## config.mk

```make
export PLATFORM = sky130hd
export DESIGN_NAME = cphs_core_port
export DESIGN_NICKNAME = d
export VERILOG_FILES = /design/src/logic/cphs_pkg.sv /design/src/logic/cphs_hs_if.sv /design/src/logic/cphs_hs_decode.sv /design/src/logic/cphs_core_port.sv
export SDC_FILE = /design/constraint.sdc
export NUM_CORES = 1
export LEC_CHECK = 0
export CAP_MARGIN = 30
export CORE_MARGIN = 2
export CORE_UTILIZATION = 28
export DETAILED_ROUTE_END_ITERATION = 16
export DONT_BUFFER_PORTS = 1
export GPL_ROUTABILITY_DRIVEN = 1
export HOLD_SLACK_MARGIN = 0.15
export SYNTH_ARGS = -nofsm -noshare
export SYNTH_HDL_FRONTEND = slang
export SYNTH_SLANG_ARGS = --single-unit
export TNS_END_PERCENT = 1
```

## constraint.sdc

```tcl
create_clock -name i_sys_clk -period 6.6 [get_ports i_sys_clk]
set_input_delay 0.33 -clock i_sys_clk [delete_from_list [all_inputs] [get_ports i_sys_clk]]
set_output_delay 0.33 -clock i_sys_clk [all_outputs]
set_load 0.02 [all_outputs]
```

## src/logic/cphs_pkg.sv

```systemverilog
package cphs_pkg;
  // Two-bit handshake codes shared by both stage buses
  localparam logic [1:0] HS_ABSENT = 2'b10;
  localparam logic [1:0] HS_WAIT   = 2'b00;
  localparam logic [1:0] HS_GO     = 2'b01;
  localparam logic [1:0] HS_LAST   = 2'b11;

  localparam int DATA_W = 32;
  localparam int INSN_W = 32;

  // Execute cycle after which the privilege level follows a mode change
  localparam int MODE_LAG_PLAIN = 1;
  localparam int MODE_LAG_SRW   = 2;

  // Reset values
  localparam logic [31:0] DATA_RST = 32'h0000_0000;

  // Instruction classes presented by the core sequencer
  typedef enum logic [1:0]
  {
    CPHS_OP_CTC,
    CPHS_OP_CTOC,
    CPHS_OP_CDP
  } cphs_op_t;
endpackage

```

## src/logic/cphs_hs_if.sv

```systemverilog
`timescale 1ns/1ps
// Handshake decode shared between the core sequencer and its helper
interface cphs_hs_if;
  import cphs_pkg::*;
  logic [1:0] code;
  logic       is_wait;
  logic       is_go;
  logic       is_last;
  logic       is_absent;
  modport src (input code, output is_wait, is_go, is_last, is_absent);
  modport dst (output code, input is_wait, is_go, is_last, is_absent);
endinterface

```

## src/logic/cphs_hs_decode.sv

```systemverilog
`timescale 1ns/1ps
// Classifies a handshake code into one-hot flags
module cphs_hs_decode
(
  cphs_hs_if.src hs
);
  import cphs_pkg::*;

  // Every code maps to exactly one flag
  always_comb
  begin
    hs.is_wait   = (hs.code == HS_WAIT);   // [RULE_01]
    hs.is_go     = (hs.code == HS_GO);
    hs.is_last   = (hs.code == HS_LAST);
    hs.is_absent = (hs.code == HS_ABSENT);
  end
endmodule

```

## src/logic/cphs_core_port.sv

```systemverilog
`timescale 1ns/1ps
// Summary of operation
// RULE_01: Handshake codes: absent 10, wait 00, go 01, last 11.
// RULE_02: Strobe low means instruction bus updates next cycle; pipeline shifts.
// RULE_03: Coprocessor holds pipeline when stall is low at a clock edge.
// RULE_04: Unrecognised instruction gets absent on both handshake buses.
// RULE_05: Core pulses strobe low as instruction enters decode.
// RULE_06: On issue with passed condition, raise condition pass, sample decode bus.
// RULE_07: Later execute cycles sample execute bus; commit on last.
// RULE_08: Core to coprocessor transfer drives outbound data at commit.
// RULE_09: Inbound data sampled end of memory stage, written next cycle.
// RULE_10: Decode last on transfer: execute next cycle, ignore execute bus.
// RULE_11: Core interlocks by holding strobe high until data is ready.
// RULE_12: Coprocessor repeats decode response during interlock cycles.
// RULE_13: Data operation raises condition pass in execute phase two.
// RULE_14: Data operation: decode last, or decode wait then execute last.
// RULE_15: Data abort before: late cancel in phase after condition pass.
// RULE_16: Coprocessor bases privileged responses on user-mode indication.
// RULE_17: Mode update after execute cycle one, or two for status writes.
// RULE_18: Only the decode response at decode-to-execute move counts.
// RULE_19: Coprocessor stalls core with wait, repeated in execute as needed.
// RULE_20: Condition pass low abandons busy-wait on interrupt.
// RULE_21: After reset the coprocessor drives absent on both buses.
module cphs_core_port
(
  input  wire logic                      i_sys_clk,
  input  wire logic                      i_sys_rst,
  input  wire logic                      i_clk_en,
  input  wire logic                      i_fetch,
  input  wire logic [cphs_pkg::INSN_W-1:0] i_fetch_insn,
  input  wire logic                      i_interlock,
  input  wire logic                      i_issue,
  input  wire logic                      i_cond_ok,
  input  wire cphs_pkg::cphs_op_t        i_op,
  input  wire logic [cphs_pkg::DATA_W-1:0] i_src_data,
  input  wire logic                      i_prev_abort,
  input  wire logic                      i_irq,
  input  wire logic                      i_mode_change,
  input  wire logic                      i_mode_srw,
  input  wire logic                      i_new_user,
  input  wire logic [1:0]                i_decode_handshake,
  input  wire logic [1:0]                i_execute_handshake,
  input  wire logic [cphs_pkg::DATA_W-1:0] i_coproc_to_core_data,
  output logic                           o_fetch_request_strobe_n,
  output logic [cphs_pkg::INSN_W-1:0]    o_instruction_follow_bus,
  output logic                           o_condition_pass,
  output logic                           o_late_cancel,
  output logic [cphs_pkg::DATA_W-1:0]    o_core_to_coproc_data,
  output logic                           o_user_mode_indication_n,
  output logic                           o_stall_n,
  output logic                           o_busy,
  output logic                           o_commit,
  output logic                           o_undef,
  output logic                           o_abandon,
  output logic                           o_wr_en,
  output logic [cphs_pkg::DATA_W-1:0]    o_wr_data
);
  import cphs_pkg::*;

  typedef enum logic [2:0]
  {
    ST_IDLE,
    ST_EXEC,
    ST_BUSY,
    ST_MEM,
    ST_WB
  } cphs_state_t;

  cphs_state_t state;
  cphs_op_t    op;
  logic [DATA_W-1:0] src;
  logic [DATA_W-1:0] rd_data;
  logic        mode_pend;
  logic        mode_srw;
  logic        mode_val;
  logic [1:0]  mode_cnt;

  cphs_hs_if de_if ();
  cphs_hs_if ex_if ();
  assign de_if.code = i_decode_handshake;
  assign ex_if.code = i_execute_handshake;

  cphs_hs_decode u_de
  (
    .hs (de_if)
  );
  cphs_hs_decode u_ex
  (
    .hs (ex_if)
  );

  // Fetch strobe and follower bus; interlock holds strobe high
  always_ff @(posedge i_sys_clk or posedge i_sys_rst)
  begin
    if (i_sys_rst)
    begin
      o_fetch_request_strobe_n <= 1'b1;
      o_instruction_follow_bus <= DATA_RST;
      o_stall_n                <= 1'b1;
    end
    else if (i_clk_en)
    begin
      o_fetch_request_strobe_n <= !(i_fetch && !i_interlock); // [RULE_05] [RULE_11]
      if (i_fetch && !i_interlock)
        o_instruction_follow_bus <= i_fetch_insn;             // [RULE_02]
      o_stall_n <= 1'b1;
    end
  end

  // Execution sequencer: decode bus at issue, execute bus afterwards
  always_ff @(posedge i_sys_clk or posedge i_sys_rst)
  begin
    if (i_sys_rst)
    begin
      state            <= ST_IDLE;
      op               <= CPHS_OP_CDP;
      src              <= DATA_RST;
      o_condition_pass <= 1'b0;
      o_late_cancel    <= 1'b0;
      o_commit         <= 1'b0;
      o_undef          <= 1'b0;
      o_abandon        <= 1'b0;
      o_busy           <= 1'b0;
    end
    else if (i_clk_en)
    begin
      o_commit      <= 1'b0;
      o_undef       <= 1'b0;
      o_abandon     <= 1'b0;
      o_late_cancel <= 1'b0;
      unique case (state)
        ST_IDLE:
        begin
          o_condition_pass <= 1'b0;
          // Decode response sampled only at the move into execute
          if (i_issue && i_cond_ok)                            // [RULE_18]
          begin
            o_condition_pass <= 1'b1;                          // [RULE_06] [RULE_13]
            op    <= i_op;
            src   <= i_src_data;
            state <= ST_EXEC;
            if (de_if.is_last)                                 // [RULE_10]
              state <= ST_EXEC;
            else if (de_if.is_absent)
            begin
              o_undef <= 1'b1;
              state   <= ST_IDLE;
            end
            else
            begin
              o_busy <= 1'b1;
              state  <= ST_BUSY;
            end
          end
        end
        ST_EXEC:
        begin
          // Late cancel in the cycle after condition pass
          o_late_cancel    <= i_prev_abort;                    // [RULE_15]
          o_condition_pass <= 1'b0;
          o_commit         <= !i_prev_abort;
          state <= (op == CPHS_OP_CTOC && !i_prev_abort) ? ST_MEM : ST_IDLE;
        end
        ST_BUSY:
        begin
          // Interrupt drops condition pass and abandons the instruction
          if (i_irq)
          begin
            o_condition_pass <= 1'b0;                          // [RULE_20]
            o_abandon        <= 1'b1;
            o_busy           <= 1'b0;
            state            <= ST_IDLE;
          end
          else if (ex_if.is_last)                              // [RULE_07]
          begin
            o_busy <= 1'b0;
            state  <= ST_EXEC;
          end
          else if (ex_if.is_absent)
          begin
            o_condition_pass <= 1'b0;
            o_undef          <= 1'b1;
            o_busy           <= 1'b0;
            state            <= ST_IDLE;
          end
        end
        ST_MEM:
          state <= ST_WB;
        ST_WB:
          state <= ST_IDLE;
        default:
          state <= ST_IDLE;
      endcase
    end
  end

  // Outbound data is driven once a core-to-coprocessor (CTC) transfer commits
  always_ff @(posedge i_sys_clk or posedge i_sys_rst)
  begin
    if (i_sys_rst)
      o_core_to_coproc_data <= DATA_RST;
    else if (i_clk_en && state == ST_EXEC && op == CPHS_OP_CTC
             && !i_prev_abort)
      o_core_to_coproc_data <= src;                            // [RULE_08]
  end

  // Inbound data captured at end of memory stage, written next cycle
  always_ff @(posedge i_sys_clk or posedge i_sys_rst)
  begin
    if (i_sys_rst)
    begin
      rd_data   <= DATA_RST;
      o_wr_en   <= 1'b0;
      o_wr_data <= DATA_RST;
    end
    else if (i_clk_en)
    begin
      o_wr_en <= 1'b0;
      if (state == ST_MEM)
        rd_data <= i_coproc_to_core_data;                      // [RULE_09]
      if (state == ST_WB)
      begin
        o_wr_en   <= 1'b1;
        o_wr_data <= rd_data;
      end
    end
  end

  // Privilege indication follows mode change after one or two exec cycles
  always_ff @(posedge i_sys_clk or posedge i_sys_rst)
  begin
    if (i_sys_rst)
    begin
      mode_pend                <= 1'b0;
      mode_srw                 <= 1'b0;
      mode_val                 <= 1'b0;
      mode_cnt                 <= 2'd0;
      o_user_mode_indication_n <= 1'b0;
    end
    else if (i_clk_en)
    begin
      if (i_mode_change && !mode_pend)
      begin
        mode_pend <= 1'b1;
        mode_srw  <= i_mode_srw;
        mode_val  <= i_new_user;
        mode_cnt  <= 2'd1;
      end
      else if (mode_pend)
      begin
        if (mode_cnt >= (mode_srw ? 2'(MODE_LAG_SRW) : 2'(MODE_LAG_PLAIN)))
        begin
          o_user_mode_indication_n <= !mode_val;               // [RULE_17]
          mode_pend <= 1'b0;
        end
        else
          mode_cnt <= mode_cnt + 2'd1;
      end
    end
  end

  // Condition pass is never high in the memory or write-back stages
  a_pass_scope: assert property (@(posedge i_sys_clk) disable iff (i_sys_rst)
    (state == ST_MEM || state == ST_WB) |-> !o_condition_pass) // [RULE_06]
    else $error("condition pass scope");
  // Interrupt in busy-wait drops condition pass next cycle
  a_irq_drop: assert property (@(posedge i_sys_clk) disable iff (i_sys_rst)
    (i_clk_en && state == ST_BUSY && i_irq) |=> !o_condition_pass) // [RULE_20]
    else $error("pass not dropped on interrupt");
  // Late cancel only right after an execute cycle
  a_cancel_when: assert property (@(posedge i_sys_clk) disable iff (i_sys_rst)
    o_late_cancel |-> $past(state == ST_EXEC)) // [RULE_15]
    else $error("late cancel out of place");
  // Write-back two cycles after a read transfer commit
  a_wb_timing: assert property (@(posedge i_sys_clk) disable iff (i_sys_rst)
    (i_clk_en && state == ST_MEM) ##1 i_clk_en |=> o_wr_en) // [RULE_09]
    else $error("write-back late");
  // Last on execute bus ends busy-wait
  a_busy_last: assert property (@(posedge i_sys_clk) disable iff (i_sys_rst)
    (i_clk_en && state == ST_BUSY && !i_irq && ex_if.is_last)
    |=> state == ST_EXEC) // [RULE_07]
    else $error("last did not end busy-wait");
  // Interlock keeps strobe high
  a_interlock: assert property (@(posedge i_sys_clk) disable iff (i_sys_rst)
    (i_clk_en && i_interlock) |=> o_fetch_request_strobe_n) // [RULE_11]
    else $error("strobe low during interlock");
  // Decode last issues straight into execute
  a_de_last: assert property (@(posedge i_sys_clk) disable iff (i_sys_rst)
    (i_clk_en && state == ST_IDLE && i_issue && i_cond_ok && de_if.is_last)
    |=> state == ST_EXEC && o_condition_pass) // [RULE_10]
    else $error("decode last not executed");
  // Outbound data follows committed source
  a_out_data: assert property (@(posedge i_sys_clk) disable iff (i_sys_rst)
    (i_clk_en && state == ST_EXEC && op == CPHS_OP_CTC && !i_prev_abort)
    |=> o_core_to_coproc_data == $past(src)) // [RULE_08]
    else $error("outbound data wrong");
endmodule

```

==> metrics.csv, run 1 <==
metric;value;unit
status;complete, no violations;
first-pass GRT wire length;24930;um
Max H-tree Level;4;
DR pass1 iterations;4;
most common cell after layout, fill and taps aside;dfrtp_1;
Reg2Reg Setup Slack;4.27;ns
Synth Flop Type;dfrtp_1;
max_slew headroom;0.4062;
final-report max-slew violation count;0;
final non-filler cell total;890;
Post-Syn Instances;441;
antenna diode count;0;
number of flops mapped to enable cells by yosys;0;
Compound-Gate Fraction of Synth Area;0.02479;
crit path DAT;2.63;ns
vias in the first global route;4460;
area of the multi-input gates;2387;um2
area grow syn2layout;28.92;%
post_cts resized;0;
ANT nets after route;0;
PwrDens;404.1;nW/um2
Netlist Area Pre-Place;7014;um2
skew final;0.005485;ns
WP data required;6.90;ns
Setup Fix Bufs, Post-CTS;0;
hold_buf cts;109;
via/cell ratio;4.524;
largest family of logic cells by synthesized area;multiplexers;
Final nets;669;
Yosys cell types;37;
clk_lat worst skew;0.41;ns
GRT overflow;0;
Setup crit end kind;flip-flop;
net count after synthesis;557;
register area;4482;um2
initial antenna violation count;0;
Synth Register Bits;179;
FP Rows;57;
post-DP HPWL;10470;um
Crit Path Max Fanout;32;
minimum clock period after layout;2.334;ns
routed via count;4026;
Total GRT Usage;0.1233;
worst slew pin tran;0.8907;ns
Fin. Hold Viols;0;
Startpoint Class;flip-flop;
most frequent cells in the layout;dfrtp_1 (177), mux2_2 (134), dlygate4sd3_1 (109);
peak supply drop;0.1500;mV
Root Buffer;clkbuf_16;
largest net degree at the start of global routing;100;
Crit Path Category;reg -> reg;
Num CTS Buffers;17;
syn_area_per_cell;15.91;um2
Placer Congestion;0.7652;
final setup vio count;0;
drt wl/cell;17.87;um
Filler Cells Inserted;2286;
layout cell share with drive strength beyond 1;0.3640;
total negative setup slack;0;ns
die area;26330;um2
dpl cells;748;
buffers added on ports;0;
Max Freq;428.4;MHz
Min-Delay Path Class;in -> reg;
DRT iter0 DRCs;195;
sequential-to-total area share from yosys stat;0.6390;
Core Area;24460;um2
initial core utilization;0.2867;
xor-xnor portion of the synthesized cell area;0;
Power Total;3.654;mW
CTS Buffer Depth;2;
synthesized-area fraction occupied by adder cells;0.003568;
Ys Warns;0;
CTS clk-pin slew, worst paths;0.07;ns
RSZ-0062 raised after global routing;no;
maxcap violations;0;
multiplexer share of the synthesized area;0.2808;
Pleak;4.159;nW
TritonCTS clock tree;built;
Synth async-reset ratio;1.000;
Total Wirelength;15910;um
Remaining DRCs;0;
post-synthesis simple-gate area fraction;0.03050;
DIE HEIGHT;162.3;um
I/O pin count;220;
die width;162.3;um
clk sinks;179;
fin crit share;0.3537;
## cells in the mapped netlist, types with 2 or more instances
| cell type | n | area (um2) |
|---|---|---|
| a21o_1 | 3 | 22.52 |
| a21oi_1 | 9 | 45.04 |
| a31oi_1 | 2 | 12.51 |
| and3_1 | 2 | 12.51 |
| buf_2 | 9 | 45.04 |
| buf_6 | 3 | 33.78 |
| clkbuf_1 | 8 | 30.03 |
| dfrtp_1 | 177 | 4429 |
| dfstp_2 | 2 | 52.55 |
| ha_1 | 2 | 25.02 |
| inv_1 | 8 | 30.03 |
| mux2_2 | 134 | 1509 |
| mux2_4 | 30 | 450.4 |
| nand2_1 | 11 | 41.29 |
| nand3_1 | 2 | 10.01 |
| nand3b_1 | 2 | 15.01 |
| nor2_1 | 11 | 41.29 |
| nor3_1 | 2 | 10.01 |
| o21ai_0 | 4 | 20.02 |
| o311ai_0 | 2 | 17.52 |
| o31ai_1 | 2 | 15.01 |
## logic make-up (layout without fill, tap and decap cells)
family / count (synthesis) / after routing
mux: 165 / 165
other cells: 1 / 1
simple gates: 38 / 38
flops: 179 / 179
fa+ha+maj: 2 / 2
buf+inv: 29 / 154
compound gates: 27 / 27
## power by group
part	switching, mW	total, mW	internal (mW)
sequential	0.495	1.99	1.49
clock	0.439	1.01	0.576
combinational	0.218	0.653	0.435
total	1.15	3.65	2.50
## through the flow
stage                 util  setup WS [ns]  hold slack [ns]  instance area (um2)
finish              0.3696          4.266           0.1971                 9042
global route        0.3696          4.152           0.1879                 9042
CTS                 0.3688          4.248           0.1674                 9022
detailed placement  0.3000          4.287           0.4258                 7340
global placement    0.3000          4.366           0.4210                 7340
floorplan                -          1.415           0.4255                 7014
## final cells by class
type	count	share of cell area
inverters	8	0.003874
multi-input cells	233	0.2640
clock inverters	13	0.01647
flip-flops and latches	179	0.4956
well taps	324	0.04483
clock buffers	19	0.04898
repair buffers	114	0.1262
## metal layers
metal  track usage  wire length, um  vias up
li1              -                -     1784
met1        0.1310             5864     2060
met2        0.2234             8414      165
met3       0.04571             1391       17
met4       0.04465              235        0
met5             0                0        -
## final timing paths
path	from	endpoint	cells past startpoint
min reg2reg	mode_val	o_user_mode_indication_n	1
max in group asynchronous	i_sys_rst	op[1]	4
max	state[2]	o_core_to_coproc_data[25]	4
min in group asynchronous	i_sys_rst	o_instruction_follow_bus[25]	2
min	i_mode_change	mode_srw	2
max reg2reg	state[2]	o_core_to_coproc_data[25]	4
## critical path: stages, from the launching register on
cell and delay (ns):
dfrtp_1 0.46, or3b_1 0.47, nor3_4 0.23, nand3b_4 0.52, mux2_4 0.50
## sequential cells by signal (all words and copies together) (netlist names), 2 cells and up
register,flops
mode_cnt,2
o_core_to_coproc_data,32
o_instruction_follow_bus,32
o_wr_data,32
op,2
rd_data,32
src,32
state,3
No activity file was read; power rests on OpenSTA's default activity.
==> run 2: changes to the inputs <==
clock period = 2.3 ns   (was 6.6 ns; I/O delays follow)
==> metrics.csv, run 2 (synthesis gave the netlist of run 1 again) <==
metric;value;unit
post-DP HPWL;10170;um
total negative setup slack;0;ns
Min-Delay Path Class;in -> reg;
TritonCTS clock tree;built;
most frequent cells in the layout;dfrtp_1 (177), mux2_2 (134), dlygate4sd3_1 (116);
Startpoint Class;flip-flop;
Max H-tree Level;4;
layout cell share with drive strength beyond 1;0.3605;
worst slew pin tran;0.6320;ns
buffers added on ports;0;
vias in the first global route;4495;
max_slew headroom;0.5787;
clk sinks;179;
met1 usage;0.1449;
first-pass GRT wire length;24320;um
antenna diode count;0;
Setup crit end kind;flip-flop;
peak supply drop;0.4211;mV
met2 Usage GRT;0.1876;
DR pass1 iterations;4;
CTS clk-pin slew, worst paths;0.07;ns
WP data required;2.60;ns
initial core utilization;0.2867;
ANT nets after route;0;
Pleak;4.215;nW
Remaining DRCs;0;
Total GRT Usage;0.1181;
minimum clock period after layout;2.173;ns
routed via count;4080;
maxcap violations;0;
I/O pin count;220;
Fin. Hold Viols;0;
crit path DAT;2.48;ns
DRT iter0 DRCs;241;
busiest grt layer;met2;
Post-Route Utilization;0.3751;
final setup vio count;0;
DIE HEIGHT;162.3;um
most common cell after layout, fill and taps aside;dfrtp_1;
Placer Congestion;0.8009;
GRT overflow;0;
RSZ-0062 raised after global routing;no;
skew final;0.008585;ns
Total Wirelength;15330;um
clk_lat worst skew;0.41;ns
status;complete, no violations;
Core Area;24460;um2
via/cell ratio;4.528;
initial antenna violation count;0;
PwrDens;1149;nW/um2
Crit Path Category;reg -> reg;
die width;162.3;um
Crit Path Max Fanout;8;
FP Rows;57;
area grow syn2layout;30.81;%
die area;26330;um2
fin crit share;0.9449;
drt wl/cell;17.01;um
CTS Buffer Depth;2;
Final nets;680;
grt met3 use;0.04469;
Max Freq;460.1;MHz
final-report max-slew violation count;0;
Num CTS Buffers;17;
Root Buffer;clkbuf_16;
largest net degree at the start of global routing;94;
[run 2: cell types whose count changed in the layout (fill, tap and decap cells not counted)]
cell / previous run / this run
inv_8: 1 / 0
nor3_2: 0 / 1
buf_12: 1 / 4
clkinvlp_4: 2 / 4
dlymetal6s4s_1: 0 / 1
clkbuf_1: 1 / 3
clkinv_4: 2 / 1
nor3_1: 2 / 1
dlygate4sd3_1: 109 / 116
inv_6: 5 / 3
[run 2: power breakdown]
part	switching (mW)	total (mW)	internal, mW
Combinational	0.662	1.99	1.33
Clock	1.23	2.87	1.64
Sequential	1.40	5.68	4.28
[run 2: timing repair]
action | 4_1_cts | 5_1_grt
gates resized for setup | 0 | 2
setup buffers | 0 | 0
setup endpoints to repair | 0 | 2
hold endpoints to repair | 294 | 0
hold buffers | 117 | 0
[run 2: path summary, 6_finish.rpt]
kind | from | slack, ns | endpoint | cells after the start
hold / removal | i_fetch | 0.19 | o_fetch_request_strobe_n | 3
min in group asynchronous | i_sys_rst | 0.33 | o_wr_data[25] | 3
hold reg to reg | src[27] | 0.50 | o_core_to_coproc_data[27] | 1
setup reg to reg | state[1] | 0.13 | state[0] | 6
max in group asynchronous | i_sys_rst | 1.52 | o_core_to_coproc_data[5] | 3
setup / recovery | state[1] | 0.13 | state[0] | 6
[run 2: stage by stage]
stage	area [um2]	total power, mW	hold slack (ns)	setup WS [ns]	cells
CTS	9168	10.68	0.1580	0.02967	901
floorplan	7018	6.980	0.2149	-0.1080	441
finish	9175	10.54	0.1897	0.1267	901
global route	9175	11.13	0.1967	0.02587	901
global placement	7418	7.323	0.1652	0.4463	752
detailed placement	7418	7.516	0.1903	0.3806	752
[run 2: area by class of cell]
cell class              count  area [um2]
repair buffers            125        1284
multi-input cells         233        2392
fillers                  2276       15290
inverters                   8       33.78
flip-flops and latches    179        4482
clock inverters            11       127.6
clock buffers              21       450.4
well taps                 324       405.4
[run 2: metal layers]
| metal | wire length [um] | up-vias |
|---|---|---|
| li1 | - | 1807 |
| met1 | 6280 | 2070 |
| met2 | 7409 | 178 |
| met3 | 1326 | 25 |
| met4 | 311 | 0 |
| met5 | 0 | - |
[run 2: critical path, stage by stage, from the launching register on]
cell and delay [ns]:
dfrtp_1 0.46, nor3b_1 0.18, buf_4 0.16, a21oi_1 0.30, nand2_1 0.10, dlygate4sd3_1 0.58, o32ai_1 0.27
